--- config.mk ---
export PLATFORM = sky130hd
export DESIGN_NAME = prt_timer
export DESIGN_NICKNAME = d
export VERILOG_FILES = /design/src/prt_pkg.sv /design/src/prt_prescaler.sv /design/src/prt_regs.sv /design/src/prt_timer.sv
export SDC_FILE = /design/constraint.sdc
export NUM_CORES = 1
export LEC_CHECK = 0
export ABC_CLOCK_PERIOD_IN_PS = 4320
export BUFFER_PORTS_ARGS = -buffer_cell sky130_fd_sc_hd__buf_2
export CAP_MARGIN = 25
export CORE_MARGIN = 2
export CORE_UTILIZATION = 45
export DETAILED_ROUTE_END_ITERATION = 10
export PLACE_DENSITY = 0.65
export SLEW_MARGIN = 10
export SYNTH_ARGS = -nofsm -noshare
export SYNTH_HDL_FRONTEND = slang
export SYNTH_HIERARCHICAL = 1
export SYNTH_SLANG_ARGS = --single-unit
--- constraint.sdc ---
create_clock -name clk_sys -period 4.32 [get_ports clk_sys]
set_clock_uncertainty 0.1 [all_clocks]
set_input_delay 0.648 -clock clk_sys [delete_from_list [all_inputs] [get_ports clk_sys]]
set_output_delay 0.648 -clock clk_sys [all_outputs]
set_load 0.02 [all_outputs]
--- src/prt_pkg.sv ---
// package: register map, fields and constants of the prescaled reload down timer
package prt_pkg;

  // ------------------------------------------------------------
  // register offsets
  // ------------------------------------------------------------
  localparam logic [7:0] PRT_ADDR_MODE     = 8'h2a;
  localparam logic [7:0] PRT_ADDR_PRE_LO   = 8'h2b;
  localparam logic [7:0] PRT_ADDR_RLD_HI   = 8'h2c;
  localparam logic [7:0] PRT_ADDR_RLD_LO   = 8'h2d;
  localparam logic [7:0] PRT_ADDR_CNT_HI   = 8'h2e;
  localparam logic [7:0] PRT_ADDR_CNT_LO   = 8'h2f;
  localparam logic [7:0] PRT_ADDR_CTRL     = 8'h0c;
  localparam logic [7:0] PRT_ADDR_STATUS   = 8'h0d;

  // ------------------------------------------------------------
  // field positions and reset values
  // ------------------------------------------------------------
  localparam int         PRT_MODE_AUTO_BIT    = 7;
  localparam int         PRT_MODE_RESTART_BIT = 4;
  localparam logic [7:0] PRT_MODE_WMASK       = 8'h9f;
  localparam int         PRT_CTRL_STOP_BIT    = 7;
  localparam int         PRT_CTRL_START_BIT   = 6;
  localparam int         PRT_CTRL_EVEN_BIT    = 0;
  localparam int         PRT_CTRL_MULTI_BIT   = 1;
  localparam int         PRT_STAT_FLAG_BIT    = 0;
  localparam int         PRT_STAT_RUN_BIT     = 1;
  localparam logic [7:0] PRT_REG_RESET        = 8'h00;
  localparam logic [7:0] PRT_READ_ZERO        = 8'h00;

  // ------------------------------------------------------------
  // types
  // ------------------------------------------------------------
  typedef struct packed {
    logic       wr;
    logic       rd;
    logic [7:0] addr;
    logic [7:0] wdata;
  } prt_bus_req_t;

  typedef struct packed {
    logic        protocol_auto_timer;
    logic        auto_reload_repeat;
    logic        even_divide_select;
    logic        multi_frame_receive;
    logic [11:0] prescale_value;
    logic [15:0] reload_value;
  } prt_cfg_t;

  typedef enum logic [1:0] {
    PRT_IDLE,
    PRT_RUN
  } prt_state_t;

endpackage : prt_pkg

--- src/prt_prescaler.sv ---
// file: prescaler producing one count tick per prescale period of 2p+1 or 2p+2 clocks
`timescale 1ns/1ps
module prt_prescaler
  import prt_pkg::*;
#(
  parameter int PW = 12
)
(
  // clock and reset
  input  wire logic          clk_sys,
  input  wire logic          rst_n,
  // control
  input  wire logic          run,
  input  wire logic          restart,
  input  wire logic [PW-1:0] prescale_value,
  input  wire logic          even_divide_select,
  // tick out
  output logic               tick
);

  logic [PW:0] cnt_q;
  logic [PW:0] cnt_d;
  logic [PW:0] limit;

  // ------------------------------------------------------------
  // divide by 2*p+1 or 2*p+2
  // ------------------------------------------------------------
  always_comb
  begin
    limit = {prescale_value, even_divide_select};
    cnt_d = cnt_q;
    tick  = 1'b0;
    if (!run || restart)
    begin
      cnt_d = '0;
    end
    else if (cnt_q >= limit)
    begin
      cnt_d = '0;
      tick  = 1'b1;
    end
    else
    begin
      cnt_d = cnt_q + 1'b1;
    end
  end

  // state register
  always_ff @(posedge clk_sys or negedge rst_n)
  begin
    if (!rst_n)
      cnt_q <= '0;
    else
      cnt_q <= cnt_d;
  end

endmodule : prt_prescaler

--- src/prt_regs.sv ---
// file: byte-wide register bank with one-cycle read data
`timescale 1ns/1ps
module prt_regs
  import prt_pkg::*;
(
  // clock and reset
  input  wire logic         clk_sys,
  input  wire logic         rst_n,
  // bus
  input  wire prt_bus_req_t req,
  output logic [7:0]        rdata,
  // timer state
  input  wire logic [15:0]  count,
  input  wire logic         expiry,
  input  wire logic         running,
  // configuration out
  output prt_cfg_t          cfg,
  output logic              start_pulse,
  output logic              stop_pulse
);

  logic [7:0] mode_q, mode_d, pre_q, pre_d, rh_q, rh_d, rl_q, rl_d, ctl_q, ctl_d;
  logic       flag_q, flag_d;
  logic [7:0] rdata_q, rdata_d;

  function automatic logic hit(input prt_bus_req_t r, input logic [7:0] a);
    hit = r.wr && (r.addr == a);
  endfunction : hit

  // ------------------------------------------------------------
  // next register values
  // ------------------------------------------------------------
  always_comb
  begin
    mode_d = mode_q;
    pre_d  = pre_q;
    rh_d   = rh_q;
    rl_d   = rl_q;
    ctl_d  = ctl_q;
    flag_d = flag_q;
    if (hit(req, PRT_ADDR_MODE))   mode_d = req.wdata & PRT_MODE_WMASK;
    if (hit(req, PRT_ADDR_PRE_LO)) pre_d = req.wdata;
    if (hit(req, PRT_ADDR_RLD_HI)) rh_d = req.wdata;
    if (hit(req, PRT_ADDR_RLD_LO)) rl_d = req.wdata;
    if (hit(req, PRT_ADDR_CTRL))
    begin
      ctl_d[PRT_CTRL_EVEN_BIT]  = req.wdata[PRT_CTRL_EVEN_BIT];
      ctl_d[PRT_CTRL_MULTI_BIT] = req.wdata[PRT_CTRL_MULTI_BIT];
    end
    // status bit mirrors the next value of the timer flag
    flag_d = expiry;
    rdata_d = PRT_READ_ZERO;
    if (req.rd)
    begin
      case (req.addr)
        PRT_ADDR_MODE:   rdata_d = mode_q;
        PRT_ADDR_PRE_LO: rdata_d = pre_q;
        PRT_ADDR_RLD_HI: rdata_d = rh_q;
        PRT_ADDR_RLD_LO: rdata_d = rl_q;
        PRT_ADDR_CNT_HI: rdata_d = count[15:8];
        PRT_ADDR_CNT_LO: rdata_d = count[7:0];
        PRT_ADDR_CTRL:   rdata_d = ctl_q;
        PRT_ADDR_STATUS:
        begin
          rdata_d[PRT_STAT_FLAG_BIT] = flag_q;
          rdata_d[PRT_STAT_RUN_BIT]  = running;
        end
        default:         rdata_d = PRT_READ_ZERO;
      endcase
    end
  end

  // configuration views
  assign cfg.protocol_auto_timer = mode_q[PRT_MODE_AUTO_BIT];
  assign cfg.auto_reload_repeat  = mode_q[PRT_MODE_RESTART_BIT];
  assign cfg.even_divide_select  = ctl_q[PRT_CTRL_EVEN_BIT];
  assign cfg.multi_frame_receive = ctl_q[PRT_CTRL_MULTI_BIT];
  assign cfg.prescale_value      = {mode_q[3:0], pre_q};
  assign cfg.reload_value        = {rh_q, rl_q};
  assign start_pulse = hit(req, PRT_ADDR_CTRL) && req.wdata[PRT_CTRL_START_BIT];
  assign stop_pulse  = hit(req, PRT_ADDR_CTRL) && req.wdata[PRT_CTRL_STOP_BIT];
  assign rdata       = rdata_q;

  // registers
  always_ff @(posedge clk_sys or negedge rst_n)
  begin
    if (!rst_n)
    begin
      mode_q  <= PRT_REG_RESET;
      pre_q   <= PRT_REG_RESET;
      rh_q    <= PRT_REG_RESET;
      rl_q    <= PRT_REG_RESET;
      ctl_q   <= PRT_REG_RESET;
      flag_q  <= 1'b0;
      rdata_q <= PRT_READ_ZERO;
    end
    else
    begin
      mode_q  <= mode_d;
      pre_q   <= pre_d;
      rh_q    <= rh_d;
      rl_q    <= rl_d;
      ctl_q   <= ctl_d;
      flag_q  <= flag_d;
      rdata_q <= rdata_d;
    end
  end

endmodule : prt_regs

--- src/prt_timer.sv ---
// file: top of the prescaled reload down timer
//
// The strobed register port was decided locally.
`timescale 1ns/1ps
// Notes on behaviour
// - auto mode with multi receive reloads at zero
// - stop-now control bit halts the timer
// - auto bit clear: registers only control
// - auto restart reloads and keeps counting
// - no restart and no auto multi receive: stop at zero, set flag
// - prescaler is mode nibble plus low byte
// - odd mode divides by 2p+1
// - even mode divides by 2p+2
// - even mode selection resets cleared
// - start event loads 16-bit reload value
// - reload writes wait for next start or reload at zero
// - live count readable as two bytes
module prt_timer
  import prt_pkg::*;
#(
  parameter int CW = 16
)
(
  // clock and reset
  input  wire logic         clk_sys,
  input  wire logic         rst_n,
  // register port
  input  wire logic [7:0]   addr,
  input  wire logic [7:0]   wdata,
  input  wire logic         wr,
  input  wire logic         rd,
  output logic [7:0]        rdata,
  // protocol start event
  input  wire logic         protocol_start,
  // status
  output logic              timer_expiry_flag,
  output logic              timer_running
);

  prt_bus_req_t req;
  prt_cfg_t     cfg;
  prt_state_t   st_q, st_d;
  logic [CW-1:0] cnt_q, cnt_d;
  logic          flag_q, flag_d;
  logic          run_q, run_d;
  logic          start_pulse, stop_pulse, tick, start, expiry;

  assign req = '{wr: wr, rd: rd, addr: addr, wdata: wdata};

  // ------------------------------------------------------------
  // register bank
  // ------------------------------------------------------------
  prt_regs u_regs (
    .clk_sys     (clk_sys),
    .rst_n       (rst_n),
    .req         (req),
    .rdata       (rdata),
    .count       (cnt_q),
    .expiry      (flag_d), // status bit follows the flag
    .running     (st_q == PRT_RUN),
    .cfg         (cfg),
    .start_pulse (start_pulse),
    .stop_pulse  (stop_pulse)
  );

  // ------------------------------------------------------------
  // prescaler
  // ------------------------------------------------------------
  prt_prescaler #(.PW(12)) u_pre (
    .clk_sys            (clk_sys),
    .rst_n              (rst_n),
    .run                (st_q == PRT_RUN),
    .restart            (start),
    .prescale_value     (cfg.prescale_value),
    .even_divide_select (cfg.even_divide_select),
    .tick               (tick)
  );

  // protocol start only counts in auto mode
  assign start = start_pulse || (protocol_start && cfg.protocol_auto_timer);

  // ------------------------------------------------------------
  // counter state machine
  // ------------------------------------------------------------
  always_comb
  begin
    st_d   = st_q;
    cnt_d  = cnt_q;
    expiry = 1'b0;
    case (st_q)
      PRT_IDLE:
      begin
        if (start && !stop_pulse)
        begin
          cnt_d = cfg.reload_value;
          st_d  = PRT_RUN;
        end
      end
      PRT_RUN:
      begin
        if (stop_pulse)
          st_d = PRT_IDLE;
        else if (start)
          cnt_d = cfg.reload_value;
        else if (tick)
        begin
          if (cnt_q == '0)
          begin
            expiry = 1'b1;
            if (cfg.auto_reload_repeat)
              cnt_d = cfg.reload_value;
            else if (cfg.protocol_auto_timer && cfg.multi_frame_receive)
              cnt_d = cfg.reload_value;
            else
              st_d = PRT_IDLE;
          end
          else
            cnt_d = cnt_q - 1'b1;
        end
      end
      default: st_d = PRT_IDLE;
    endcase
    flag_d = flag_q | expiry;
    if (start) flag_d = 1'b0;
    // write one clears; a same-cycle expiry wins
    if (wr && addr == PRT_ADDR_STATUS && wdata[PRT_STAT_FLAG_BIT]) flag_d = 1'b0;
    if (expiry) flag_d = 1'b1;
    run_d = (st_d == PRT_RUN);
  end

  // registers
  always_ff @(posedge clk_sys or negedge rst_n)
  begin
    if (!rst_n)
    begin
      st_q   <= PRT_IDLE;
      cnt_q  <= '0;
      flag_q <= 1'b0;
      run_q  <= 1'b0;
    end
    else
    begin
      st_q   <= st_d;
      cnt_q  <= cnt_d;
      flag_q <= flag_d;
      run_q  <= run_d;
    end
  end

  assign timer_expiry_flag = flag_q;
  assign timer_running     = run_q;

endmodule : prt_timer

==> run summary, run 1 <==
final design utilization - 51.2%
H-tree Lvls - 3
initial DRC count - 286
post-route setup TNS - 0 ps
Die Width - 103 µm
Vias/cell - 5.99
CTS Buffer Depth - 2
Synth Register Bits - 74
Setup CP Type - reg2reg
antenna violations before repair - 0
library cells used by synthesis - 61
final setup fails - 0
first-pass GRT wire length - 17700 µm
drt drc - 0
WHS - 20.8 ps
post-synthesis sequential area ratio - 41.7%
EDFF count, synth - 0
synthesized net count - 434
Antenna Nets Post-Route - 0
nets@finish - 466
f_max - 0.304 GHz
post-CTS sizing - 0
antenna diode count - 0
Post-DP HPWL - 8160 µm
Peak VDD IR - 214 µV
cell family contributing the most delay on the critical path - compound AO/OA/AOI/OAI gates
period utilization - 76.2%
Overflow after GRT - 0
Worst-Margin Slew - 892 ps
placer's final routability congestion estimate - 0.886
max-slew violation count - 0
largest net degree at the start of global routing - 75
design area - 4960 µm²
Avg Inst Size Synth - 11.2 µm²
IO buf count - 30
clock root buffer - clkbuf_8
PwrDens - 336 nW/µm²
initial core utilization - 45.8%
Die Span Y - 103 µm
TritonCTS clock tree - done
outcome - finished clean
maxcap violations - 0
CP peak stage delay - 610 ps
Critical Path Sink Type - flip-flop
Die Area - 10700 µm²
area of the mapped netlist - 4440 µm²
clk sink count - 74
# rows - 36
Post-Route WL - 11100 µm
cts hold-fix bufs - 0
arrival time at the worst endpoint - 3420 ps
core area - 9680 µm²
leak pwr - 2.07 nW
postcts setup bufs - 0
Worst-Skew Late Latency - 360 ps
area post-placement - 4710 µm²
Final Hold Fails - 0
ys async rst share - 100%
RSZ-0062 raised after global routing - false
Global Route Usage Sum - 22.3%
Cells after Synth - 397
Final Total Pwr - 1.66 mW
worst hold path class - in2async
Worst-path clk slew - 90 ps
Via Count - 3395
I/O pin cnt - 31
YS warnings - 6
minimum clock period - 3290 ps
Critical Path, Cell by Cell - inv_1 -> ha_1 -> nand4_1 -> a21oi_1 -> o311a_1 -> nand3_1 -> a41oi_4 -> or2_1 -> a31oi_1
worst path required time - 4450 ps
Avg WL per Cell - 19.7 µm
Bufs and invs on worst path - 1
Max Fanout on Critical Path - 19
share of layout cells above drive strength 1 - 30.0%
area delta synth->final - 11.8%
filler instances - 903
drt first pass iters - 5
vias in the first global route - 3182
Critical Path Slowest Stage Cell - a21oi_1
worst relative slew slack - 40.0%
Worst Setup Start Kind - flip-flop
CTS buffer count - 9
most used flip-flop cell after synthesis - dfrtp_1
[cells by family (layout without fill, tap and decap cells)]
kind of cell	after synthesis	in the layout	synth area share, %
simple gates	123	123	18.4
flops	74	74	41.7
compound gates	73	73	13.3
mux	58	58	15.7
buf+inv	41	78	4.06
fa+ha+maj	16	16	4.51
xor+xnor	11	11	2.17
other cells	1	1	0.0845
[synthesized netlist by cell type (3+ instances only)]
cell,instances,area [µm²]
mux4_2,5,113
a22oi_2,5,62.6
buf_2,6,30.0
nor4_1,8,50.1
xnor2_1,9,78.8
mux2i_1,11,110
o21ai_0,3,15.0
mux2_2,42,473
nand4_1,7,43.8
o22ai_1,12,75.1
nand3_1,14,70.1
a222oi_1,3,30.0
nor2_1,16,60.1
nor4_2,11,138
inv_1,26,97.6
nor2_2,3,18.8
o2bb2ai_1,8,70.1
a2bb2oi_1,5,43.8
nor2b_1,6,37.5
a22o_1,3,26.3
nand2_1,16,60.1
and2_1,5,31.3
dfrtp_1,74,1850
nor3_1,11,55.1
ha_1,16,200
a21o_1,3,22.5
clkbuf_1,6,22.5
nor3_4,3,48.8
a21oi_1,13,65.1
and3_1,4,25.0
[final cells by class]
cell class	count	area (µm²)	share of cell area, %
Multi-Input combinational cell	282	2410	48.6
Sequential cell	74	1850	37.3
Timing Repair Buffer	36	218	4.39
Tap cell	133	166	3.36
Clock buffer	9	124	2.50
Inverter	26	97.6	1.97
Clock inverter	7	93.8	1.89
[through the flow]
stage | instances | setup WS (ps)
final | 567 | 1030
after global routing | 567 | 749
after CTS | 566 | 1040
after detailed placement | 550 | 726
after global placement | 550 | 832
after floorplan | 397 | 1100
[layer usage]
layer,wire length [µm],GRT usage (%)
met1,5110,31.9
met2,5160,33.9
met3,625,3.90
met4,246,8.50
met5,0,0
[state kept, by name, indices dropped and copies added (netlist names)]
name,count
timer_expiry_flag,1
u_regs/rdata,8
st_q,2
cnt_q,16
u_regs/rl_q,8
u_pre/cnt_q,13
u_regs/ctl_q,2
u_regs/pre_q,8
timer_running,1
u_regs/rh_q,8
u_regs/mode_q,6
u_regs/flag_q,1
[placed cells by master (no fill, tap or decap), types with 3 or more instances in the layout]
| master | netlist | final |
|---|---|---|
| dfrtp_1 | 74 | 74 |
| mux2_2 | 42 | 42 |
| buf_2 | 6 | 29 |
| inv_1 | 26 | 26 |
| nor2_1 | 16 | 16 |
| nand2_1 | 16 | 16 |
| ha_1 | 16 | 16 |
| nand3_1 | 14 | 14 |
| a21oi_1 | 13 | 13 |
| o22ai_1 | 12 | 12 |
| mux2i_1 | 11 | 11 |
| nor4_2 | 11 | 11 |
| nor3_1 | 11 | 10 |
| clkbuf_8 | 0 | 9 |
| xnor2_1 | 9 | 9 |
| nor4_1 | 8 | 8 |
| o2bb2ai_1 | 8 | 8 |
| nand4_1 | 7 | 7 |
| nor2b_1 | 6 | 6 |
| buf_4 | 1 | 6 |
| and2_1 | 5 | 5 |
| a22oi_2 | 5 | 5 |
| a2bb2oi_1 | 5 | 5 |
| mux4_2 | 5 | 5 |
| and3_1 | 4 | 4 |
| nor3_4 | 3 | 3 |
| o21ai_0 | 3 | 3 |
| a21o_1 | 3 | 3 |
| nor2_2 | 3 | 3 |
| a22o_1 | 3 | 3 |
| a222oi_1 | 3 | 3 |
[final timing paths]
check                           slack, ps  cells after the start                    startpoint                    endpoint
worst max-delay path                 1030                      9  u_regs/mode_q[3]$_DFFE_PN0P_        cnt_q[1]$_DFFE_PN0P_
worst min-delay path                   20                      1                         rst_n    u_pre/cnt_q[5]$_DFF_PN0_
worst max register to register       1030                      9  u_regs/mode_q[3]$_DFFE_PN0P_        cnt_q[1]$_DFFE_PN0P_
worst min register to register        450                      1    u_regs/rh_q[7]$_DFFE_PN0P_  u_regs/rh_q[7]$_DFFE_PN0P_
max in group asynchronous            3540                      2                         rst_n        cnt_q[2]$_DFFE_PN0P_
min in group clk_sys                  450                      1    u_regs/rh_q[7]$_DFFE_PN0P_  u_regs/rh_q[7]$_DFFE_PN0P_
[report_power, final]
part           switching [mW]  internal, mW  total [mW]
clock network           0.276         0.324       0.600
logic                   0.148         0.115       0.263
registers              0.0684         0.733       0.802
Power figures use the tool's default switching activity.
==> run 2, diff against run 1 <==
ABC_CLOCK_PERIOD_IN_PS = 3430   (was 4320)
clock period = 3.43 ns   (was 4.32 ns; I/O delays follow)
==> run 2 against run 1 <==
  * Non-clock buffer count is 5 higher
  * Highest routed layer unchanged
  * First-iteration DRC count grew 9.8%
  * Cell count is 0.88% higher
==> run summary, run 2 (same netlist as run 1, synthesis figures left out) <==
outcome - finished clean
CP peak stage delay - 440 ps (-170 ps)
Flop pwr share - 47.6% (-0.5 points)
Setup CP Type - reg2reg
NetSw - 633 µW (+29%)
worst path required time - 3640 ps (-810 ps)
Via Count - 3356 (-1.1%)
Post-Layout Cell Count - 572 (+0.88%)
final design utilization - 51.7% (+0.48 points)
Critical Path, Cell by Cell - inv_1 -> ha_1 -> and3_4 -> o21ai_1 -> a311oi_2 -> o311a_1 -> nand3_1 -> a41oi_4 -> buf_4 -> a2bb2oi_1 -> o22a_1
RSZ-0062 raised after global routing - false
placer's final routability congestion estimate - 0.897 (+1.3%)
commonest non-fill, non-tap cell in the layout - dfrtp_1
Critical Path Sink Type - flip-flop
period utilization - 82.9% (+6.7 points)
final setup fails - 0 (unchanged)
Max Fanout on Critical Path - 13 (-6)
antenna diode count - 0 (unchanged)
CTS buffer count - 9 (unchanged)
Worst-path clk slew - 90 ps (about the same)
drt drc - 0 (unchanged)
combinational share of power - 15.8% (about the same)
vias in the first global route - 3074 (-3.4%)
minimum clock period - 2840 ps (-447 ps)
Die Span Y - 103 µm (unchanged)
Worst Setup Start Kind - flip-flop
Peak VDD IR - 182 µV (-15%)
H-tree Lvls - 3 (unchanged)
sw frac - 29.9% (+0.29 points)
Vias/cell - 5.87 (-2.0%)
maxcap violations - 0 (unchanged)
Final Total Pwr - 2.12 mW (+27%)
filler instances - 874 (-3.2%)
Antenna Nets Post-Route - 0 (unchanged)
design area - 5010 µm² (+0.93%)
I/O pin cnt - 31 (unchanged)
Max Used Layer - met4
drt first pass iters - 4 (-1)
# rows - 36 (unchanged)
commonest non-fill, non-tap cells in the layout - dfrtp_1 (74), mux2_2 (42), buf_2 (29)
largest register by flop count - cnt_q
postcts setup bufs - 0 (unchanged)
DR WL met3 - 564 µm (-9.8%)
TritonCTS clock tree - done
worst slack, placed - 344 ps (-381 ps)
worst hold path depth - 2
max-slew violation count - 0 (unchanged)
PwrDens - 423 nW/µm² (+26%)
worst hold path class - in2reg
worst reg2reg path startpoint - u_regs/pre_q[2]$_DFFE_PN0P_
area post-placement - 4740 µm² (+0.64%)
initial DRC count - 314 (+9.8%)
initial core utilization - 45.8% (unchanged)
post-route setup TNS - 0 ps (unchanged)
leak pwr - 2.09 nW (+1.1%)
Global Route Usage Sum - 21.9% (-0.38 points)
Worst-Skew Late Latency - 370 ps (about the same)
largest registers - cnt_q x16, u_pre/cnt_q x13
Worst-Margin Slew - 904 ps (+11.9 ps)
Critical Path Slowest Stage Cell - dfrtp_1
Final Hold Fails - 0 (unchanged)
nets@finish - 471 (+1.1%)
WHS - 315 ps (+294 ps)
CTS Buffer Depth - 2 (unchanged)
core area - 9680 µm² (unchanged)
worst relative slew slack - 39.2% (-0.80 points)
CP startpoint - u_regs/pre_q[2]$_DFFE_PN0P_
area delta synth->final - 12.9%
share of layout cells above drive strength 1 - 30.5% (+0.57 points)
routed length on met1 - 5160 µm (+0.92%)
Avg WL per Cell - 19.2 µm (-2.1%)
first-pass GRT wire length - 17500 µm (-1.4%)
post-CTS sizing - 0 (unchanged)
clock power share - 36.5% (+0.5 points)
Overflow after GRT - 0 (unchanged)
max reg flops - 16 (unchanged)
WL met2 - 5100 µm (-1.1%)
hold wc startpoint - wdata[5]
Die Area - 10700 µm² (unchanged)
Die Width - 103 µm (unchanged)
Inst Count DP - 554 (+0.73%)
Pint - 1.49 mW (+27%)
clock root buffer - clkbuf_8
arrival time at the worst endpoint - 3060 ps (-360 ps)
Setup WS post-layout - 586 ps (-443 ps)
clk sink count - 74 (unchanged)
largest net degree at the start of global routing - 75 (unchanged)
Post-Route WL - 11000 µm (-1.3%)
antenna violations before repair - 0 (unchanged)
Worst Reg-to-Reg Cells - 11 (+2)
f_max - 0.352 GHz (+16%)
IO buf count - 30 (unchanged)
Post-DP HPWL - 8030 µm (-1.7%)
==> run 2: worst paths after layout <==
check / to / slack [ps]
worst max-delay path: cnt_q[13]$_DFFE_PN0P_ / 590
worst min-delay path: u_regs/pre_q[5]$_DFFE_PN0P_ / 310
worst max register to register: cnt_q[13]$_DFFE_PN0P_ / 590
worst min register to register: cnt_q[6]$_DFFE_PN0P_ / 440
max in group asynchronous: u_regs/rdata[4]$_DFF_PN0_ / 2260
min in group asynchronous: u_pre/cnt_q[5]$_DFF_PN0_ / 420
==> run 2: metal layers <==
metal / up-vias / track usage (%)
met5: - / 0
met4: 0 / 7.19
met3: 11 / 3.23
li1: 1585 / -
met2: 91 / 32.6
met1: 1669 / 32.8
==> run 2: timing repair <==
item,in CTS,in global routing
hold buffers,0,1
hold endpoints to repair,0,9
setup endpoints to repair,0,0
==> run 2: final cells by class <==
cell class	count	area, µm²	share of cell area (%)
clock buffer	9	124	2.47
inverter	26	97.6	1.95
sequential	74	1850	37.0
tap	133	166	3.32
timing repair buffer	41	258	5.15
clock inverter	7	100	2.00
multi-input combinational	282	2410	48.1
==> run 2: power groups by stage <==
stage          registers, mW  clock network (mW)  logic [mW]
3_5_place_dp            1.02                   0       0.330
5_1_grt                 1.02               0.827       0.368
2_1_floorplan          0.991                   0       0.230
6_report                1.01               0.774       0.335
4_1_cts                 1.01               0.790       0.332
3_3_place_gp            1.02                   0       0.319
==> run 2: critical path, delay by kind of cell (launching register included) <==
family / cells / cell delay [ps]
AO/OA/AOI/OAI: 6 / 1300
AND/OR/NAND/NOR: 2 / 300
flip-flops: 1 / 440
buffers and inverters: 2 / 330
adder cells (fa/ha/maj): 1 / 290
==> run 3, diff against run 2 <==
ABC_CLOCK_PERIOD_IN_PS = 2400   (was 3430)
PLACE_DENSITY = 0.68   (was 0.65)
clock period = 2.4 ns   (was 3.43 ns; I/O delays follow)
==> run 3 against run 2 <==
  * The run now ends with setup timing left
  * Count of clock-buffer cells in the layout is the same
  * Design area grew 15%
  * Cell count increased by 14%
  * Clock power up 29%
  * Combinational power rose by 110%
  * Sequential share of layout area is 4.9 points lower
  * First-iteration DRC count down 29%
==> run summary, run 3 (same netlist as run 1, synthesis figures left out) <==
outcome - complete, but fails checks
failing checks - setup timing
worst slack, placed - -255 ps (-600 ps)
share of layout cells above drive strength 1 - 46.5% (+16 points)
drt first pass iters - 5 (+1)
combinational share of power - 22.6% (+6.8 points)
clock root buffer - clkbuf_8
Global Route Usage Sum - 24.2% (+2.2 points)
Worst-Margin Slew - 793 ps (-111 ps)
vias in the first global route - 3836 (+25%)
antenna violations before repair - 0 (unchanged)
capture point of the critical path - cnt_q[9]$_DFFE_PN0P_
H-tree Lvls - 3 (unchanged)
NetSw - 944 µW (+49%)
CP peak stage delay - 430 ps (about the same)
first-pass GRT wire length - 19400 µm (+11%)
placer's final routability congestion estimate - 0.963 (+7.4%)
Reg2Reg Setup Slack - -70 ps (-660 ps)
Critical Path, Cell by Cell - ha_4 -> nand4_1 -> buf_4 -> a21oi_4 -> o311a_1 -> nand3_2 -> a41oi_4 -> buf_6 -> a2bb2oi_2 -> o22a_1
max reg flops - 16 (unchanged)
Flop pwr share - 45.0% (-2.6 points)
Worst-path clk slew - 90 ps (about the same)
largest registers - cnt_q x16, u_pre/cnt_q x13
arrival time at the worst endpoint - 2670 ps (-390 ps)
CTS Buffer Depth - 2 (unchanged)
leak pwr - 2.53 nW (+21%)
Vias/cell - 5.74 (-2.1%)
Antenna Nets Post-Route - 0 (unchanged)
Post-DP HPWL - 9070 µm (+13%)
Bufs and invs on worst path - 2 (unchanged)
f_max - 0.404 GHz (+15%)
commonest non-fill, non-tap cell in the layout - buf_4
commonest non-fill, non-tap cells in the layout - buf_4 (90), dfrtp_1 (74), mux2_2 (42)
PwrDens - 534 nW/µm² (+26%)
initial core utilization - 45.8% (unchanged)
worst hold path class - in2reg
antenna diode count - 0 (unchanged)
Worst-Skew Late Latency - 360 ps (about the same)
Setup CP Type - reg2reg
TritonCTS clock tree - done
clock power share - 32.4% (-4.1 points)
Die Area - 10700 µm² (unchanged)
core area - 9680 µm² (unchanged)
Worst Reg-to-Reg Cells - 10 (-1)
Max Fanout on Critical Path - 8 (-5)
max-slew violation count - 0 (unchanged)
WHS - 166 ps (-149 ps)
drt drc - 0 (unchanged)
Peak VDD IR - 321 µV (+76%)
sw frac - 30.6% (+0.74 points)
Critical Path Sink Type - flip-flop
largest net degree at the start of global routing - 46 (-39%)
Pint - 2.14 mW (+44%)
CTS buffer count - 9 (unchanged)
Die Span Y - 103 µm (unchanged)
area delta synth->final - 30.1%
Critical Path Slowest Stage Cell - dfrtp_1
period utilization - 103% (+20 points)
Die Width - 103 µm (unchanged)
initial DRC count - 223 (-29%)
worst reg2reg path startpoint - u_pre/cnt_q[12]$_DFF_PN0_
Via Count - 3750 (+12%)
final setup fails - 16 (+16)
Post-Route WL - 12100 µm (+10%)
worst path required time - 2600 ps (-1040 ps)
I/O pin cnt - 31 (unchanged)
Stages on worst setup path - 10 (-1)
post-route setup TNS - -793 ps (-793 ps)
Worst Setup Start Kind - flip-flop
worst relative slew slack - 47.1% (+7.9 points)
Setup WS post-layout - -74.1 ps (-660 ps)
nets@finish - 552 (+17%)
IO buf count - 30 (unchanged)
maxcap violations - 0 (unchanged)
Final Hold Fails - 0 (unchanged)
largest register by flop count - cnt_q
# rows - 36 (unchanged)
clk sink count - 74 (unchanged)
CP startpoint - u_pre/cnt_q[12]$_DFF_PN0_
cell family contributing the most delay on the critical path - compound AO/OA/AOI/OAI gates
design area - 5770 µm² (+15%)
Overflow after GRT - 0 (unchanged)
RSZ-0062 raised after global routing - true
final design utilization - 59.6% (+7.9 points)
area post-placement - 5390 µm² (+14%)
RR Endpoint - cnt_q[9]$_DFFE_PN0P_
minimum clock period - 2470 ps (-370 ps)
Avg WL per Cell - 18.5 µm (-3.6%)
filler instances - 763 (-13%)
[run 3: cell types whose count changed in the layout (fill, tap and decap cells not counted), sizes merged]
cell and delta:
bufinv -1, inv -1, clkinv +4, clkinvlp -2
buf +81
[run 3: metrics by stage]
stage / cells / total power, mW
finish: 653 / 3.08
global route: 653 / 3.22
CTS: 653 / 3.09
detailed placement: 630 / 2.07
global placement: 630 / 2.06
floorplan: 397 / 1.76
[run 3: layout make-up]
cell class | instances | area [µm²] | share of cell area (%)
clock buffers | 9 | 124 | 2.15
clock inverters | 7 | 77.6 | 1.34
inverters | 26 | 97.6 | 1.69
multi-input cells | 282 | 2600 | 45.1
flip-flops and latches | 74 | 1850 | 32.1
well taps | 133 | 166 | 2.88
repair buffers | 122 | 853 | 14.8
[run 3: metal layers]
layer / wire [µm] / GRT usage [%] / vias to the layer above
met5: 0 / 0 / -
met4: 218 / 7.89 / 0
met3: 687 / 5.85 / 21
met2: 5820 / 38.7 / 116
met1: 5380 / 32.4 / 1880
li1: - / - / 1733
[run 3: worst min path at each step]
stage | cells past startpoint | end | startpoint
finish | 2 | u_regs/rl_q[5]$_DFFE_PN0P_ | wdata[5]
global route | 2 | u_regs/rl_q[5]$_DFFE_PN0P_ | wdata[5]
CTS | 2 | u_regs/rl_q[5]$_DFFE_PN0P_ | wdata[5]
detailed placement | 1 | u_pre/cnt_q[5]$_DFF_PN0_ | rst_n
global placement | 1 | u_pre/cnt_q[5]$_DFF_PN0_ | rst_n
floorplan | 0 | cnt_q[0]$_DFFE_PN0P_ | rst_n
[run 3: power by group through the flow]
stage | Sequential (mW) | Clock [mW] | Combinational, mW
after floorplan | 1.42 | 0 | 0.340
after global placement | 1.41 | 0 | 0.647
after detailed placement | 1.41 | 0 | 0.660
after CTS | 1.39 | 1.01 | 0.688
after global routing | 1.40 | 1.07 | 0.753
final | 1.39 | 0.999 | 0.696
[run 3: what timing repair did]
action                                  CTS  global route
pin swaps                                11             1
hold buffers                              1             0
resized for setup                        21             1
endpoints found under the setup margin   15            16
hold endpoints to repair                 42             0
setup buffers                             6             0
[run 3: worst reg2reg max path: cells and delay by family (launching register included)]
kind / cells / cell delay (ps)
compound gates: 5 / 980
fa+ha+maj: 1 / 290
buf+inv: 2 / 380
flops: 1 / 430
simple gates: 2 / 250
